--- src/hdl/sfr_irq_map.vh ---
/*
 * Register map, field positions, reset values and codes for the interrupt
 * enable and flag bank.
 * Assumes inclusion by the bank module alone; definitions only.
 */
`ifndef SFR_IRQ_MAP_VH
`define SFR_IRQ_MAP_VH

// ==========================================================
// Byte addresses on the bus (word per register)
`define ADDR_ENABLE      12'h000
`define ADDR_FLAG        12'h004
`define ADDR_STATUS      12'h008
`define ADDR_MASK        12'h00C
`define ADDR_MODE        12'h010
`define ADDR_DEC_BITS    12

// ==========================================================
// Field positions in both 16-bit registers
`define BIT_WDOG         0
`define BIT_OSC          1
`define BIT_VACANT       3
`define BIT_PIN          4
`define BIT_MB_IN        6
`define BIT_MB_OUT       7

// ==========================================================
// Writable positions, reset values
`define LOW_RW_MASK      8'hDB
`define ENABLE_RESET     8'h00
`define FLAG_RESET       8'h82

// ==========================================================
// System vector codes that clear a mailbox flag on read
`define VEC_MB_IN        4'h6
`define VEC_MB_OUT       4'h8

// ==========================================================
// Event status bits (one per source in the low byte)
`define STATUS_W         8

// ==========================================================
// AHB codes
`define HTRANS_NONSEQ    2'h2
`define HSIZE_BYTE       3'h0
`define HSIZE_HALF       3'h1

`endif

--- src/hdl/flag_cell.v ---
/*
 * One interrupt-flag bit: hardware set, hardware clear, software write.
 * Assumes all requests arrive on hclk; single-cycle pulses.
 */
`timescale 1ns/1ps
module flag_cell #(
  parameter RESET_VAL = 1'b0
) (
  input  wire hclk,
  input  wire hresetn,
  input  wire set_pulse,
  input  wire clr_pulse,
  input  wire wr_en,
  input  wire wr_val,
  output reg  q
);

  // ==========================================================
  // Set wins over any clear in the same cycle
  always @(posedge hclk or negedge hresetn) begin
    if (!hresetn) begin
      q <= RESET_VAL;
    end else if (set_pulse) begin
      q <= 1'b1;
    end else if (wr_en) begin
      q <= wr_val;
    end else if (clr_pulse) begin
      q <= 1'b0;
    end
  end

endmodule

--- src/hdl/pin_sync.v ---
/*
 * Three-stage synchroniser with agreement filter for one external level.
 * Assumes the input is asynchronous to hclk.
 */
`timescale 1ns/1ps
module pin_sync (
  input  wire hclk,
  input  wire hresetn,
  input  wire async_in,
  output reg  level,
  output wire rise
);

  reg s1;
  reg s2;
  reg s3;

  // ==========================================================
  // Only s2 reads s1; level follows once s2 and s3 agree
  always @(posedge hclk or negedge hresetn) begin
    if (!hresetn) begin
      s1    <= 1'b0;
      s2    <= 1'b0;
      s3    <= 1'b0;
      level <= 1'b0;
    end else begin
      s1 <= async_in;
      s2 <= s1;
      s3 <= s2;
      if (s2 == s3) begin
        level <= s3;
      end
    end
  end

  assign rise = (s2 == s3) && s3 && !level;

endmodule

--- src/hdl/sfr_interrupt_enable_flag_bank.v ---
/*
 * Interrupt enable and interrupt flag register pair, AHB-Lite slave.
 * Assumes: one AHB-Lite master, word or smaller single transfers, and
 * single-cycle event pulses from the sources on hclk, except the pin.
 */
// The register offsets and register access over AHB-Lite were chosen for this implementation.
`timescale 1ns/1ps
`include "sfr_irq_map.vh"
module sfr_interrupt_enable_flag_bank (
  input  wire        hclk,
  input  wire        hresetn,
  input  wire        hsel,
  input  wire [31:0] haddr,
  input  wire [1:0]  htrans,
  input  wire        hwrite,
  input  wire [2:0]  hsize,
  input  wire [31:0] hwdata,
  input  wire        hready,
  output wire        hreadyout,
  output wire        hresp,
  output reg  [31:0] hrdata,
  input  wire        mailbox_width_select,
  input  wire        mb_out_taken,
  input  wire        mb_out_word0_written,
  input  wire        mb_out_word1_written,
  input  wire        mb_in_word0_filled,
  input  wire        mb_in_word1_filled,
  input  wire        mb_in_word0_read,
  input  wire        mb_in_word1_read,
  input  wire        vector_read,
  input  wire [3:0]  vector_value,
  input  wire        nmi_pin,
  input  wire        vacant_access,
  input  wire        osc_fault,
  input  wire        watchdog_event,
  input  wire        watchdog_interval_mode,
  output wire        mailbox_out_req,
  output wire        mailbox_in_req,
  output wire        pin_nmi_req,
  output wire        vacant_access_req,
  output wire        osc_fault_req,
  output wire        watchdog_req,
  output wire        watchdog_action,
  output wire        irq
);

  // ==========================================================
  // Bus capture
  reg        ph_wr;
  reg        ph_rd;
  reg [11:0] ph_addr;
  reg [1:0]  ph_lanes;

  wire       take = hsel && hready && (htrans == `HTRANS_NONSEQ);

  // Byte lanes of the 16-bit register within the 32-bit word; a byte at
  // offset one lands on the upper half, which has no storage
  reg [1:0] lanes_now;
  always @* begin
    lanes_now = 2'b11;
    case (hsize)
      `HSIZE_BYTE: begin
        case (haddr[1:0])
          2'b00:   lanes_now = 2'b01;
          2'b01:   lanes_now = 2'b10;
          default: lanes_now = 2'b00;
        endcase
      end
      `HSIZE_HALF: begin
        if (haddr[1]) begin
          lanes_now = 2'b00;
        end else begin
          lanes_now = 2'b11;
        end
      end
      default: begin
        lanes_now = 2'b11;
      end
    endcase
  end

  always @(posedge hclk or negedge hresetn) begin
    if (!hresetn) begin
      ph_wr    <= 1'b0;
      ph_rd    <= 1'b0;
      ph_addr  <= 12'h000;
      ph_lanes <= 2'b00;
    end else begin
      ph_wr    <= take && hwrite;
      ph_rd    <= take && !hwrite;
      ph_addr  <= {haddr[`ADDR_DEC_BITS-1:2], 2'b00};
      ph_lanes <= lanes_now;
    end
  end

  // Zero wait states, always OKAY
  assign hreadyout = 1'b1;
  assign hresp     = 1'b0;

  wire wr_lo = ph_wr && ph_lanes[0];
  wire wr_en_lo  = wr_lo && (ph_addr == `ADDR_ENABLE);
  wire wr_flg_lo = wr_lo && (ph_addr == `ADDR_FLAG);
  wire wr_mask   = wr_lo && (ph_addr == `ADDR_MASK);

  // ==========================================================
  // Enable register: only writable positions ever load
  reg [7:0] enable_lo;
  always @(posedge hclk or negedge hresetn) begin
    if (!hresetn) begin
      enable_lo <= `ENABLE_RESET;
    end else if (wr_en_lo) begin
      // Upper byte has no storage, so its writes vanish
      enable_lo <= hwdata[7:0] & `LOW_RW_MASK;
    end
  end
  wire [15:0] interrupt_enable_bits = {8'h00, enable_lo};

  wire mailbox_out_int_enable   = enable_lo[`BIT_MB_OUT];
  wire mailbox_in_int_enable    = enable_lo[`BIT_MB_IN];
  wire pin_nmi_int_enable       = enable_lo[`BIT_PIN];
  wire vacant_access_int_enable = enable_lo[`BIT_VACANT];
  wire osc_fault_int_enable     = enable_lo[`BIT_OSC];
  wire watchdog_int_enable      = enable_lo[`BIT_WDOG];

  // ==========================================================
  // Mailbox progress trackers for 32-bit mode
  reg out_w0;
  reg out_w1;
  reg in_f0;
  reg in_f1;
  reg in_r0;
  reg in_r1;

  wire mb_out_clr;
  wire mb_in_set;
  wire mb_in_clr;

  assign mb_out_clr = !mailbox_width_select ? mb_out_word0_written :
    ((out_w0 || mb_out_word0_written) &&
     (out_w1 || mb_out_word1_written));
  assign mb_in_set = !mailbox_width_select ? mb_in_word0_filled :
    ((in_f0 || mb_in_word0_filled) && (in_f1 || mb_in_word1_filled));
  assign mb_in_clr = !mailbox_width_select ? mb_in_word0_read :
    ((in_r0 || mb_in_word0_read) && (in_r1 || mb_in_word1_read));

  // Trackers stay clear in 16-bit mode, so a stray half never completes
  // a later 32-bit pair
  always @(posedge hclk or negedge hresetn) begin
    if (!hresetn) begin
      out_w0 <= 1'b0;
      out_w1 <= 1'b0;
    end else begin
      out_w0 <= mailbox_width_select && !mb_out_clr &&
                (out_w0 || mb_out_word0_written);
      out_w1 <= mailbox_width_select && !mb_out_clr &&
                (out_w1 || mb_out_word1_written);
    end
  end

  always @(posedge hclk or negedge hresetn) begin
    if (!hresetn) begin
      in_f0 <= 1'b0;
      in_f1 <= 1'b0;
      in_r0 <= 1'b0;
      in_r1 <= 1'b0;
    end else begin
      in_f0 <= mailbox_width_select && !mb_in_set &&
               (in_f0 || mb_in_word0_filled);
      in_f1 <= mailbox_width_select && !mb_in_set &&
               (in_f1 || mb_in_word1_filled);
      in_r0 <= mailbox_width_select && !mb_in_clr &&
               (in_r0 || mb_in_word0_read);
      in_r1 <= mailbox_width_select && !mb_in_clr &&
               (in_r1 || mb_in_word1_read);
    end
  end

  // ==========================================================
  // Flag register cells
  wire pin_rise;
  pin_sync u_pin_sync (
    .hclk     (hclk),
    .hresetn  (hresetn),
    .async_in (nmi_pin),
    .level    (),
    .rise     (pin_rise)
  );

  wire vec_out_clr = vector_read && (vector_value == `VEC_MB_OUT);
  wire vec_in_clr  = vector_read && (vector_value == `VEC_MB_IN);

  wire [7:0] flag_set;
  wire [7:0] flag_clr;
  wire [7:0] flag_q;
  assign flag_set[`BIT_MB_OUT] = mb_out_taken;
  assign flag_clr[`BIT_MB_OUT] = mb_out_clr || vec_out_clr;
  assign flag_set[`BIT_MB_IN]  = mb_in_set;
  assign flag_clr[`BIT_MB_IN]  = mb_in_clr || vec_in_clr;
  assign flag_set[5]           = 1'b0;
  assign flag_clr[5]           = 1'b0;
  assign flag_set[`BIT_PIN]    = pin_rise;
  assign flag_clr[`BIT_PIN]    = 1'b0;
  assign flag_set[`BIT_VACANT] = vacant_access;
  assign flag_clr[`BIT_VACANT] = 1'b0;
  assign flag_set[2]           = 1'b0;
  assign flag_clr[2]           = 1'b0;
  assign flag_set[`BIT_OSC]    = osc_fault;
  assign flag_clr[`BIT_OSC]    = 1'b0;
  assign flag_set[`BIT_WDOG]   = watchdog_event;
  assign flag_clr[`BIT_WDOG]   = 1'b0;

  // Patterns as vectors, so each cell picks exactly its own bit
  localparam [7:0] FLAG_RST = `FLAG_RESET;
  localparam [7:0] FLAG_RW  = `LOW_RW_MASK;

  genvar g;
  generate
    for (g = 0; g < 8; g = g + 1) begin : gen_flag
      if (FLAG_RW[g]) begin : gen_cell
        flag_cell #(
          .RESET_VAL (FLAG_RST[g])
        ) u_cell (
          .hclk      (hclk),
          .hresetn   (hresetn),
          .set_pulse (flag_set[g]),
          .clr_pulse (flag_clr[g]),
          .wr_en     (wr_flg_lo),
          .wr_val    (hwdata[g]),
          .q         (flag_q[g])
        );
      end else begin : gen_zero
        assign flag_q[g] = 1'b0;
      end
    end
  endgenerate

  wire [15:0] interrupt_flag_bits = {8'h00, flag_q};

  // ==========================================================
  // Per-source requests: flag and enable together
  assign mailbox_out_req   = flag_q[`BIT_MB_OUT] && mailbox_out_int_enable;
  assign mailbox_in_req    = flag_q[`BIT_MB_IN] && mailbox_in_int_enable;
  assign pin_nmi_req       = flag_q[`BIT_PIN] && pin_nmi_int_enable;
  assign vacant_access_req = flag_q[`BIT_VACANT] && vacant_access_int_enable;
  assign osc_fault_req     = flag_q[`BIT_OSC] && osc_fault_int_enable;
  // Watchdog mode acts regardless of the enable
  assign watchdog_req    = flag_q[`BIT_WDOG] && watchdog_interval_mode &&
                           watchdog_int_enable;
  assign watchdog_action = flag_q[`BIT_WDOG] && !watchdog_interval_mode;

  // ==========================================================
  // Sticky event status, read-to-clear, with mask
  reg  [`STATUS_W-1:0] status;
  reg  [`STATUS_W-1:0] mask;
  wire                 rd_status = ph_rd && (ph_addr == `ADDR_STATUS);
  // Clear only the bits that the read reported, so an event landing
  // while the read is in flight is not lost
  wire [`STATUS_W-1:0] status_seen = rd_status ? hrdata[`STATUS_W-1:0] :
                                                 8'h00;
  wire [`STATUS_W-1:0] next_status = (status & ~status_seen) |
                                     (flag_set & `LOW_RW_MASK);

  always @(posedge hclk or negedge hresetn) begin
    if (!hresetn) begin
      status <= 8'h00;
      mask   <= 8'h00;
    end else begin
      status <= next_status;
      if (wr_mask) begin
        mask <= hwdata[7:0];
      end
    end
  end

  assign irq = |(status & mask);

  // ==========================================================
  // Read data, registered in the data phase
  reg [31:0] next_hrdata;
  always @* begin
    next_hrdata = 32'h0000_0000;
    case ({haddr[`ADDR_DEC_BITS-1:2], 2'b00})
      `ADDR_ENABLE: begin
        next_hrdata = {16'h0000, interrupt_enable_bits};
      end
      `ADDR_FLAG: begin
        next_hrdata = {16'h0000, interrupt_flag_bits};
      end
      `ADDR_STATUS: begin
        next_hrdata = {24'h000000, status};
      end
      `ADDR_MASK: begin
        next_hrdata = {24'h000000, mask};
      end
      `ADDR_MODE: begin
        next_hrdata = {30'h0, watchdog_interval_mode, mailbox_width_select};
      end
      default: begin
        next_hrdata = 32'h0000_0000;
      end
    endcase
  end

  always @(posedge hclk or negedge hresetn) begin
    if (!hresetn) begin
      hrdata <= 32'h0000_0000;
    end else if (take && !hwrite) begin
      hrdata <= next_hrdata;
    end
  end

  // Software should use read-modify-write on the watchdog enable

endmodule

--- config.mk ---
export PLATFORM = sky130hd
export DESIGN_NAME = sfr_interrupt_enable_flag_bank
export DESIGN_NICKNAME = d
export VERILOG_FILES = /design/src/hdl/flag_cell.v /design/src/hdl/pin_sync.v /design/src/hdl/sfr_interrupt_enable_flag_bank.v
export VERILOG_INCLUDE_DIRS = /design/src /design/src/hdl
export SDC_FILE = /design/constraint.sdc
export NUM_CORES = 1
export LEC_CHECK = 0
export BUFFER_PORTS_ARGS = -buffer_cell sky130_fd_sc_hd__buf_2
export CORE_ASPECT_RATIO = 0.8
export CORE_MARGIN = 2
export CORE_UTILIZATION = 40
export DETAILED_ROUTE_END_ITERATION = 8
export HOLD_SLACK_MARGIN = 0.1
export PLACE_DENSITY = 0.74
export SKIP_CTS_REPAIR_TIMING = 1
export SYNTH_ARGS = -nofsm -noshare
export SYNTH_HDL_FRONTEND = slang
export SYNTH_HIERARCHICAL = 1
export SYNTH_SLANG_ARGS = --single-unit
--- constraint.sdc ---
create_clock -name hclk -period 2.76 [get_ports hclk]
set_clock_uncertainty 0.15 [all_clocks]
set_input_delay 0.276 -clock hclk [delete_from_list [all_inputs] [get_ports hclk]]
set_output_delay 0.276 -clock hclk [all_outputs]
set_load 0.05 [all_outputs]
==> impl_metrics.csv, run 1 <==
group,metric,value,unit
setup_path,timing.reg2reg.worst_path_depth,7,
setup_path,worstSetupStartpointType,"flop",
place,dp.cells,375,
setup_path,worst-path-max-fanout,12,
clocking,clkLatencyLatePin,0.34,ns
clocking,clockBufferDepth,2,
min_path,hold_path_end,"in_f0",
detailed_routing,postRouteWirelength,5.80,mm
sta,final_period_minus_worst_setup_slack,2.27,ns
final_layout,layout_commonest_cell,"sky130_fd_sc_hd__buf_2",
grt,pin_count_of_the_biggest_net_entering_global_routing,60,
synthesis,synth.top_cell.area_share,0.524,
min_path,hold-path-cell-count,3,
detailed_routing,ant_nets,0,
flow_run,max_cap_viol_count,0,
setup_path,critical_path_required,2.83,ns
sta,period_share,0.824,
sta,tns,0,ns
synthesis,synth.area.top_cells,"sky130_fd_sc_hd__dfrtp_1, sky130_fd_sc_hd__buf_4, sky130_fd_sc_hd__mux2_2",
synthesis,synth_enable_flop_cells,0,
final_layout,n_fill_cell,574,
detailed_routing,drtIter0Drc,150,
clocking,clock_buffers_created_by_tritoncts,9,
pwr,cellLeakagePower,1.72,nW
final_layout,layout.core_utilization,0.553,
grt,number_of_antenna_violations_at_the_first_check_in_global_routing,0,
grt,grt_pass1_wl,9.19,mm
setup_path,crit_start,"ph_addr[9]",
setup_path,worstSetupEndpointType,"flop",
floorplan,ioPinCount,134,
place,dpl_hpwl,4.08,mm
synthesis,synth_seq_area_share,0.543,
detailed_routing,dr_total_vias,2004,
run_status,run_status,"complete, no violations",
min_path,min_path_type,"input port to flop",
sta,holdWs,0.0956,ns
final_layout,layout_common_cells,"sky130_fd_sc_hd__buf_2, sky130_fd_sc_hd__dfrtp_1, sky130_fd_sc_hd__dlygate4sd3_1, sky130_fd_sc_hd__conb_1, sky130_fd_sc_hd__nand2_1",
synthesis,synth-main-ff-cell,"sky130_fd_sc_hd__dfrtp_1",
detailed_routing,routed_wire_length_per_instance,13.6,um
pwr,power_density,552,nW/um^2
place,buffer_ports.inserted,63,
clocking,numClockSinks,59,
grt,gr_overflow_total,0,
sta,maximum_clock_frequency,440,MHz
setup_path,worst_r2r_startpoint,"ph_addr[9]",
sta,timing.final.hold_violations,0,
synthesis,synthesis.yosys.warnings,6,
setup_path,cp_data_arrival_time,2.35,ns
final_layout,syn_to_final_growth,31.4,%
final_layout,insertedDiodeCount,0,
grt,first_global_vias,1805,
detailed_routing,number_of_design_rule_violations_left_after_detail_routing,0,
setup_path,crit_type,"flop to flop",
clocking,clkTransAtPathRegs,0.06,ns
sta,slew-limit-headroom,0.514,
synthesis,post_synth_instance_area,2720,um^2
synthesis,synthesis.instances,228,
detailed_routing,drt-vias-per-instance,4.72,
floorplan,placementRows,26,
floorplan,die-area,7490,um^2
clocking,htree_num_levels,3,
floorplan,initial_core_util,0.421,
final_layout,drive_above_1_share,0.317,
clocking,cts_root_buf,"sky130_fd_sc_hd__clkbuf_8",
sta,worst-slew-pin-transition,0.729,ns
min_path,min_from,"mb_in_word1_filled",
setup_path,critical_path.reg2reg.endpoint,"gen_flag[6].gen_cell.u_cell/q",
floorplan,die_w,96.3,um
synthesis,postSynthRegisterBits,59,
synthesis,syn_avg_cell_area,11.9,um^2
setup_path,regToRegSetupSlack,0.49,ns
sta,slew_viol_final,0,
synthesis,synthDominantAreaCellType,"sky130_fd_sc_hd__dfrtp_1",
place,gp_congestion,0.688,
detailed_routing,dr.pass1.iters,4,
final_layout,layout.cells.non_filler,425,
floorplan,die_y,77.8,um
synthesis,synthDistinctLibCells,42,
floorplan,design.core.area,6470,um^2
sta,setup_viol,0,
pwr,totalPowerFinal,1.98,mW
final_layout,layout.nets,429,
clocking,tritoncts_clock_tree,"yes",
sta,unrepaired_setup_endpoints_after_global_routing,"no",
grt,groute.usage.overall,0.166,
pwr,power.ir.vdd_worst,0.346,mV
synthesis,synth_async_sr_flop_share,1.00,
==> synth_stat cells, types with 3 or more instances <==
library cell,number
sky130_fd_sc_hd__a21o_1,7
sky130_fd_sc_hd__a21oi_1,6
sky130_fd_sc_hd__a221o_1,6
sky130_fd_sc_hd__a22oi_1,4
sky130_fd_sc_hd__and2_1,5
sky130_fd_sc_hd__buf_4,26
sky130_fd_sc_hd__dfrtp_1,57
sky130_fd_sc_hd__inv_1,6
sky130_fd_sc_hd__mux2_2,16
sky130_fd_sc_hd__mux2i_1,4
sky130_fd_sc_hd__mux4_2,4
sky130_fd_sc_hd__nand2_1,19
sky130_fd_sc_hd__nand4b_1,3
sky130_fd_sc_hd__nor2_1,15
sky130_fd_sc_hd__nor2b_1,4
sky130_fd_sc_hd__nor4b_1,3
sky130_fd_sc_hd__o211a_1,3
sky130_fd_sc_hd__o21ai_0,9
==> power breakdown <==
group          total (mW)  internal [mW]  switching, mW  leakage [nW]
logic               0.297          0.111          0.186         0.919
registers           0.926          0.902         0.0233         0.703
clock network       0.753          0.414          0.339        0.0971
==> area by class of cell <==
type | instances | area [um^2] | area share
Clock buffer | 11 | 131 | 0.0367
Clock inverter | 5 | 53.8 | 0.0150
Inverter | 6 | 22.5 | 0.00629
Multi-Input combinational cell | 161 | 1120 | 0.312
Sequential cell | 59 | 1480 | 0.413
Tap cell | 84 | 105 | 0.0294
Timing Repair Buffer | 99 | 671 | 0.187
==> worst max-delay path, cell delays in order (launching register included) <==
cell	delay (ns)
sky130_fd_sc_hd__dfrtp_1	0.37
sky130_fd_sc_hd__or4_4	0.58
sky130_fd_sc_hd__nor3_4	0.30
sky130_fd_sc_hd__nand2_1	0.08
sky130_fd_sc_hd__nor2_1	0.09
sky130_fd_sc_hd__buf_4	0.20
sky130_fd_sc_hd__nor2_1	0.06
sky130_fd_sc_hd__a221o_1	0.32
==> worst max-delay path by stage <==
stage	endpoint	slack, ns
after floorplan	gen_flag[6].gen_cell.u_cell/q	0.43
after global placement	gen_flag[6].gen_cell.u_cell/q	0.55
after detailed placement	gen_flag[6].gen_cell.u_cell/q	0.47
after CTS	gen_flag[6].gen_cell.u_cell/q	0.47
after global routing	gen_flag[0].gen_cell.u_cell/q	0.36
final	gen_flag[6].gen_cell.u_cell/q	0.49
==> flip-flops by register name, indices dropped and copies added (netlist names) <==
name,count
enable_lo,6
gen_flag.gen_cell.u_cell/q,6
hrdata,8
in_f0,1
in_f1,1
in_r0,1
in_r1,1
mask,8
out_w0,1
out_w1,1
ph_addr,10
ph_lanes,1
ph_rd,1
ph_wr,1
status,8
u_pin_sync/level,1
u_pin_sync/s1,1
u_pin_sync/s2,1
u_pin_sync/s3,1
==> cells by family (layout without fill, tap and decap cells) <==
group                      Yosys count  in the layout  synth area share
DFF                                 59             59             0.543
adders and majority gates            1              1           0.00459
buffers and inverters               36            121            0.0859
and+or+nand+nor                     64             64             0.137
AOI/OAI and AO/OA                   41             41             0.107
other                                2             30           0.00276
muxes                               25             25             0.119
==> layer usage <==
layer | vias to the layer above | part of all wire | track usage | wire, um
met1 | 941 | 0.47 | 0.235 | 2720
met3 | 6 | 0.076 | 0.0660 | 438
met2 | 79 | 0.44 | 0.233 | 2580
met5 | - | 0 | 0 | 0
met4 | 0 | 0.011 | 0.0529 | 63
li1 | 978 | - | - | -
==> metrics by stage <==
step                      setup WS, ns  instance area [um^2]
after global routing             0.363                  3580
final                            0.487                  3580
after CTS                        0.465                  3240
after global placement           0.546                  3050
after floorplan                  0.427                  2830
after detailed placement         0.466                  3050
(Power assumes the default switching activity.)
==> run 2: changes to the inputs <==
--- a/config.mk
+++ b/config.mk
@@ -6,13 +6,14 @@
 export SDC_FILE = /design/constraint.sdc
 export NUM_CORES = 1
 export LEC_CHECK = 0
+export ABC_AREA = 1
 export BUFFER_PORTS_ARGS = -buffer_cell sky130_fd_sc_hd__buf_2
 export CORE_ASPECT_RATIO = 0.8
 export CORE_MARGIN = 2
 export CORE_UTILIZATION = 40
 export DETAILED_ROUTE_END_ITERATION = 8
 export HOLD_SLACK_MARGIN = 0.1
-export PLACE_DENSITY = 0.74
+export PLACE_DENSITY = 0.76
 export SKIP_CTS_REPAIR_TIMING = 1
 export SYNTH_ARGS = -nofsm -noshare
 export SYNTH_HDL_FRONTEND = slang
==> constraint.sdc (replaced) <==
create_clock -name hclk -period 1.9 [get_ports hclk]
set_clock_uncertainty 0.15 [all_clocks]
set_input_delay 0.19 -clock hclk [delete_from_list [all_inputs] [get_ports hclk]]
set_output_delay 0.19 -clock hclk [all_outputs]
set_load 0.05 [all_outputs]
==> impl_metrics.csv, run 2 <==
group,metric,value,unit
clocking,clockBufferDepth,2,
grt,groute.usage.overall,0.182,
grt,grt_pass1_wl,11.0,mm
pwr,swShare,0.290,
floorplan,ioPinCount,134,
setup_path,worstSetupEndpointType,"output pin",
floorplan,placementRows,27,
place,gp_congestion,0.858,
setup_path,cpLargestDelayFamily,"flip-flops",
setup_path,critical_path.slowest_cell,"sky130_fd_sc_hd__dfrtp_1",
synthesis,synth-main-ff-cell,"sky130_fd_sc_hd__dfrtp_1",
clocking,clkTransAtPathRegs,0.06,ns
setup_path,worst_path_most_repeated_cell,"sky130_fd_sc_hd__nand2_1",
final_layout,drive_above_1_share,0.216,
final_layout,largest_register_ff_count,10,
pwr,pwr-share-comb,0.171,
final_layout,insertedDiodeCount,0,
detailed_routing,routed_wire_length_per_instance,12.6,um
grt,first_global_vias,2377,
run_status,run_status,"complete, no violations",
detailed_routing,number_of_design_rule_violations_left_after_detail_routing,0,
detailed_routing,ant_nets,0,
sta,final_period_minus_worst_setup_slack,1.84,ns
setup_path,worstSetupStartpointType,"flop",
clocking,numClockSinks,59,
pwr,power.ir.vdd_worst,0.371,mV
detailed_routing,postRouteWirelength,7.18,mm
final_layout,regMostFlops,"ph_addr",
synthesis,post_synth_most_frequent_cells,"sky130_fd_sc_hd__nand2_1, sky130_fd_sc_hd__dfrtp_1, sky130_fd_sc_hd__nand3_1, sky130_fd_sc_hd__inv_1, sky130_fd_sc_hd__nor2_1",
flow_run,max_cap_viol_count,0,
final_layout,n_fill_cell,645,
synthesis,syn_avg_cell_area,8.22,um^2
final_layout,layout.core_utilization,0.560,
synthesis,synthDominantAreaCellType,"sky130_fd_sc_hd__dfrtp_1",
synthesis,postSynthRegisterBits,59,
synthesis,post_synth_instance_area,2930,um^2
setup_path,timing.critical_path.slowest_cell_delay,0.41,ns
synthesis,synthesis.yosys.warnings,6,
clocking,htree_num_levels,3,
detailed_routing,dr.pass1.iters,4,
detailed_routing,drt-vias-per-instance,4.65,
floorplan,die_y,80.5,um
sta,setup_viol,0,
min_path,min_path_type,"input port to flop",
pwr,share_seq_of_total_power,0.456,
floorplan,die-area,8020,um^2
setup_path,worst-path-buf-inv,1,
pwr,cellLeakagePower,2.13,nW
sta,tns,0,ns
pwr,clock_power_frac,0.373,
sta,maximum_clock_frequency,543,MHz
setup_path,critical_path_required,1.56,ns
synthesis,synthDistinctLibCells,31,
detailed_routing,dr_total_vias,2644,
sta,worst-slew-pin-transition,0.693,ns
place,buffer_ports.inserted,63,
sta,timing.final.hold_violations,0,
synthesis,yosysMostFrequentCell,"sky130_fd_sc_hd__nand2_1",
setup_path,cp_cell_sequence,"nand2_1 -> nand2_1 -> a221oi_1 -> nand2_1 -> buf_2",
pwr,switchingPower,0.848,mW
final_layout,layout_commonest_cell,"sky130_fd_sc_hd__nand2_1",
floorplan,initial_core_util,0.419,
grt,number_of_antenna_violations_at_the_first_check_in_global_routing,0,
detailed_routing,drtIter0Drc,206,
floorplan,die_w,99.7,um
final_layout,syn_to_final_growth,33.8,%
synthesis,synth.top_cell.area_share,0.487,
sta,unrepaired_setup_endpoints_after_global_routing,"no",
synthesis,synth_seq_area_share,0.505,
final_layout,layout_common_cells,"sky130_fd_sc_hd__nand2_1, sky130_fd_sc_hd__buf_2, sky130_fd_sc_hd__dfrtp_1, sky130_fd_sc_hd__dlygate4sd3_1, sky130_fd_sc_hd__nand3_1",
grt,pin_count_of_the_biggest_net_entering_global_routing,60,
clocking,clock_buffers_created_by_tritoncts,9,
synthesis,synth_async_sr_flop_share,1.00,
setup_path,worst-path-max-fanout,3,
synthesis,synthesis.instances,356,
clocking,tritoncts_clock_tree,"yes",
setup_path,worst_r2r_startpoint,"ph_addr[11]",
floorplan,design.core.area,6990,um^2
pwr,power.internal,2.07,mW
sta,slew_viol_final,0,
setup_path,crit_start,"mask[1]",
synthesis,synth.area.top_cells,"sky130_fd_sc_hd__dfrtp_1, sky130_fd_sc_hd__nand2_1, sky130_fd_sc_hd__buf_4",
setup_path,crit_type,"flop to output pin",
grt,gr_overflow_total,0,
synthesis,synth_enable_flop_cells,0,
final_layout,layout.nets,570,
pwr,power_density,745,nW/um^2
min_path,min_from,"mailbox_width_select",
setup_path,cp_data_arrival_time,1.50,ns
sta,period_share,0.969,
place,dpl_hpwl,5.00,mm
clocking,cts_root_buf,"sky130_fd_sc_hd__clkbuf_8",
clocking,clkLatencyLatePin,0.34,ns
sta,slew-limit-headroom,0.532,
-- run 2: cell types whose count changed in the layout (fill, tap and decap cells not counted), sizes merged, moves of 6 or more --
cell | previous run | this run
dlygate4sd3 | 34 | 42
o21ai | 9 | 20
a221o | 6 | 0
buf | 65 | 71
nor2 | 15 | 37
inv | 6 | 38
nand2 | 20 | 96
mux2 | 17 | 0
nand3 | 2 | 40
-- run 2: per-layer routing --
| layer | up-vias | share of wire | routed length (um) | GRT usage |
|---|---|---|---|---|
| met1 | 1231 | 0.45 | 3210 | 0.243 |
| met5 | - | 0 | 0 | 0 |
| li1 | 1325 | - | - | - |
| met4 | 0 | 0.011 | 79 | 0.0493 |
| met2 | 80 | 0.47 | 3350 | 0.273 |
| met3 | 8 | 0.077 | 550 | 0.0766 |
-- run 2: area by class of cell --
class	instances	area, um^2	area share
Clock inverter	1	5.00	0.00128
Sequential cell	59	1480	0.377
Clock buffer	15	186	0.0476
Tap cell	87	109	0.0278
Inverter	39	146	0.0374
Multi-Input combinational cell	255	1180	0.302
Timing Repair Buffer	113	808	0.206
-- run 2: final timing paths --
check / slack, ns / depth (start not counted) / endpoint
hold / removal: 0.10 / 3 / out_w1
hold reg to reg: 0.20 / 0 / u_pin_sync/s2
setup / recovery: 0.06 / 5 / irq
max in group asynchronous: 1.07 / 3 / gen_flag[7].gen_cell.u_cell/q
min in group asynchronous: 0.22 / 3 / ph_addr[9]
setup reg to reg: 0.17 / 5 / status[4]
-- run 2: worst register-to-register path, cell delays in order, from the launching register on --
cell                      delay, ns
sky130_fd_sc_hd__dfrtp_1       0.37
sky130_fd_sc_hd__or2_4         0.26
sky130_fd_sc_hd__nor3b_4       0.38
sky130_fd_sc_hd__buf_4         0.21
sky130_fd_sc_hd__nand3_1       0.08
sky130_fd_sc_hd__a21o_1        0.17
-- run 2: power by group through the flow --
stage | logic (mW) | clock network [mW] | registers (mW)
6_report | 0.499 | 1.09 | 1.33
5_1_grt | 0.545 | 1.18 | 1.34
4_1_cts | 0.436 | 1.10 | 1.33
3_5_place_dp | 0.434 | 0 | 1.35
3_3_place_gp | 0.424 | 0 | 1.35
2_1_floorplan | 0.302 | 0 | 1.38
-- run 2: logic make-up (layout without fill, tap and decap cells) --
family	Yosys count	count (layout)	share of synthesized area
AOI/OAI and AO/OA	38	38	0.0812
adders and majority gates	1	1	0.00427
buffers and inverters	70	168	0.128
DFF	59	59	0.505
other	2	30	0.00257
and+or+nand+nor	186	186	0.279
-- run 2: per-stage QoR --
| step | area [um^2] | instances | hold slack (ns) | setup WS, ns | power (mW) |
|---|---|---|---|---|---|
| 4_1_cts | 3490 | 527 | -0.298 | 0.0651 | 2.87 |
| 3_3_place_gp | 3300 | 511 | 0.0646 | 0.211 | 1.78 |
| 3_5_place_dp | 3300 | 511 | 0.0714 | 0.189 | 1.79 |
| 2_1_floorplan | 3030 | 384 | -0.256 | 0.324 | 1.68 |
| 5_1_grt | 3920 | 569 | 0.104 | 0.000891 | 3.06 |
| 6_report | 3920 | 569 | 0.104 | 0.0594 | 2.92 |
==> run 3: changes to the inputs <==
--- a/config.mk
+++ b/config.mk
@@ -10,10 +10,10 @@
 export BUFFER_PORTS_ARGS = -buffer_cell sky130_fd_sc_hd__buf_2
 export CORE_ASPECT_RATIO = 0.8
 export CORE_MARGIN = 2
-export CORE_UTILIZATION = 40
+export CORE_UTILIZATION = 42
 export DETAILED_ROUTE_END_ITERATION = 8
 export HOLD_SLACK_MARGIN = 0.1
-export PLACE_DENSITY = 0.76
+export PLACE_DENSITY = 0.79
 export SKIP_CTS_REPAIR_TIMING = 1
 export SYNTH_ARGS = -nofsm -noshare
 export SYNTH_HDL_FRONTEND = slang
==> impl_metrics.csv, run 3 (synthesized netlist as in run 2, its figures left out) <==
group,metric,value,unit
detailed_routing,dr.pass1.iters,4,
sta,setup_viol,0,
clocking,clkLatencyLatePin,0.34,ns
final_layout,largest_register_ff_count,10,
detailed_routing,ant_nets,0,
min_path,hold_path_end,"out_w1",
place,dpl_hpwl,4.91,mm
min_path,min_from,"mailbox_width_select",
setup_path,worstSetupStartpointType,"flop",
setup_path,worst-path-max-fanout,3,
detailed_routing,dr_total_vias,2685,
min_path,hold-path-cell-count,3,
floorplan,die_w,97.3,um
final_layout,layout_commonest_cell,"sky130_fd_sc_hd__nand2_1",
final_layout,syn_to_final_growth,31.9,%
pwr,cellLeakagePower,2.10,nW
floorplan,placementRows,27,
place,buffer_ports.inserted,63,
final_layout,layout_common_cells,"sky130_fd_sc_hd__nand2_1, sky130_fd_sc_hd__buf_2, sky130_fd_sc_hd__dfrtp_1, sky130_fd_sc_hd__nand3_1, sky130_fd_sc_hd__dlygate4sd3_1",
place,dp.cells,511,
sta,worst_setup_margin,0.0582,ns
sta,worst-slew-pin-transition,0.645,ns
final_layout,layout.nets,568,
flow_run,max_cap_viol_count,0,
clocking,htree_num_levels,3,
grt,grt_pass1_wl,10.7,mm
detailed_routing,postRouteWirelength,7.13,mm
clocking,clkTransAtPathRegs,0.06,ns
grt,gr_overflow_total,0,
detailed_routing,drt-vias-per-instance,4.74,
detailed_routing,drtIter0Drc,196,
setup_path,critical_path.reg2reg.endpoint,"status[1]",
floorplan,design.core.area,6820,um^2
sta,slew_viol_final,0,
run_status,run_status,"complete, no violations",
floorplan,ioPinCount,134,
final_layout,regMostFlops,"ph_addr",
final_layout,drive_above_1_share,0.206,
final_layout,layout.cells.non_filler,567,
detailed_routing,routed_wire_length_per_instance,12.6,um
sta,slew-limit-headroom,0.568,
setup_path,critical_path_required,1.56,ns
setup_path,worst_r2r_startpoint,"ph_addr[11]",
sta,maximum_clock_frequency,543,MHz
setup_path,regToRegSetupSlack,0.25,ns
floorplan,initial_core_util,0.429,
grt,pin_count_of_the_biggest_net_entering_global_routing,60,
grt,number_of_antenna_violations_at_the_first_check_in_global_routing,0,
pwr,power_density,720,nW/um^2
grt,groute.usage.overall,0.179,
clocking,numClockSinks,59,
final_layout,insertedDiodeCount,0,
setup_path,crit_start,"status[0]",
place,post-place-ws,0.267,ns
sta,final_period_minus_worst_setup_slack,1.84,ns
floorplan,die-area,7660,um^2
clocking,cts_root_buf,"sky130_fd_sc_hd__clkbuf_8",
clocking,clockBufferDepth,2,
setup_path,crit_type,"flop to output pin",
floorplan,die_y,78.7,um
pwr,power.ir.vdd_worst,0.436,mV
setup_path,cp_data_arrival_time,1.50,ns
setup_path,timing.reg2reg.worst_path_depth,6,
min_path,min_path_type,"input port to flop",
setup_path,worstSetupEndpointType,"output pin",
detailed_routing,number_of_design_rule_violations_left_after_detail_routing,0,
clocking,clock_buffers_created_by_tritoncts,9,
sta,timing.final.hold_violations,0,
sta,unrepaired_setup_endpoints_after_global_routing,"no",
grt,first_global_vias,2375,
place,gp_congestion,0.850,
pwr,totalPowerFinal,2.78,mW
sta,period_share,0.969,
clocking,tritoncts_clock_tree,"yes",
sta,tns,0,ns
-- run 3: cell types whose count changed in the layout (fill, tap and decap cells not counted) --
cell,delta
sky130_fd_sc_hd__clkbuf_1,+4
sky130_fd_sc_hd__clkbuf_8,-3
sky130_fd_sc_hd__dlygate4sd3_1,-2
sky130_fd_sc_hd__a221oi_1,+1
sky130_fd_sc_hd__a221oi_2,-1
sky130_fd_sc_hd__clkinv_2,-1
-- run 3: area by class of cell --
class                      instances  area (um^2)
fill                             626         2960
sequential                        59         1480
multi-input combinational        255         1180
timing repair buffer             111          788
clock buffer                      16          160
inverter                          39          146
tap                               87          109
-- run 3: worst max path at each step --
stage                              end  depth (start not counted)
final                              irq                          5
after floorplan                mask[6]                          6
after global placement    enable_lo[4]                          5
after global routing               irq                          5
after detailed placement  enable_lo[0]                          5
after CTS                          irq                          5
-- run 3: critical path, cell delays in order (launching register included) --
cell and delay (ns):
sky130_fd_sc_hd__dfrtp_1 0.39, sky130_fd_sc_hd__nand2_1 0.09, sky130_fd_sc_hd__nand2_1 0.05, sky130_fd_sc_hd__a221oi_1 0.29
sky130_fd_sc_hd__nand2_1 0.12, sky130_fd_sc_hd__buf_2 0.23
-- run 3: power breakdown --
group          internal [mW]  switching, mW
Combinational          0.150          0.346
Clock                  0.512          0.438
Sequential              1.31         0.0266
Total                   1.97          0.810
-- run 3: stage by stage --
stage	util	hold WS, ns	area [um^2]
2_1_floorplan	-	-0.256	3030
3_3_place_gp	0.484	0.0593	3300
3_5_place_dp	0.484	0.0636	3300
4_1_cts	0.507	-0.301	3460
5_1_grt	0.566	0.104	3860
6_report	0.566	0.0983	3860
-- run 3: routing by layer --
layer	global-route usage	routed length (um)	up-vias
li1	-	-	1317
met1	0.237	2980	1249
met2	0.278	3490	112
met3	0.0659	599	7
met4	0.0528	52	0
met5	0	0	-
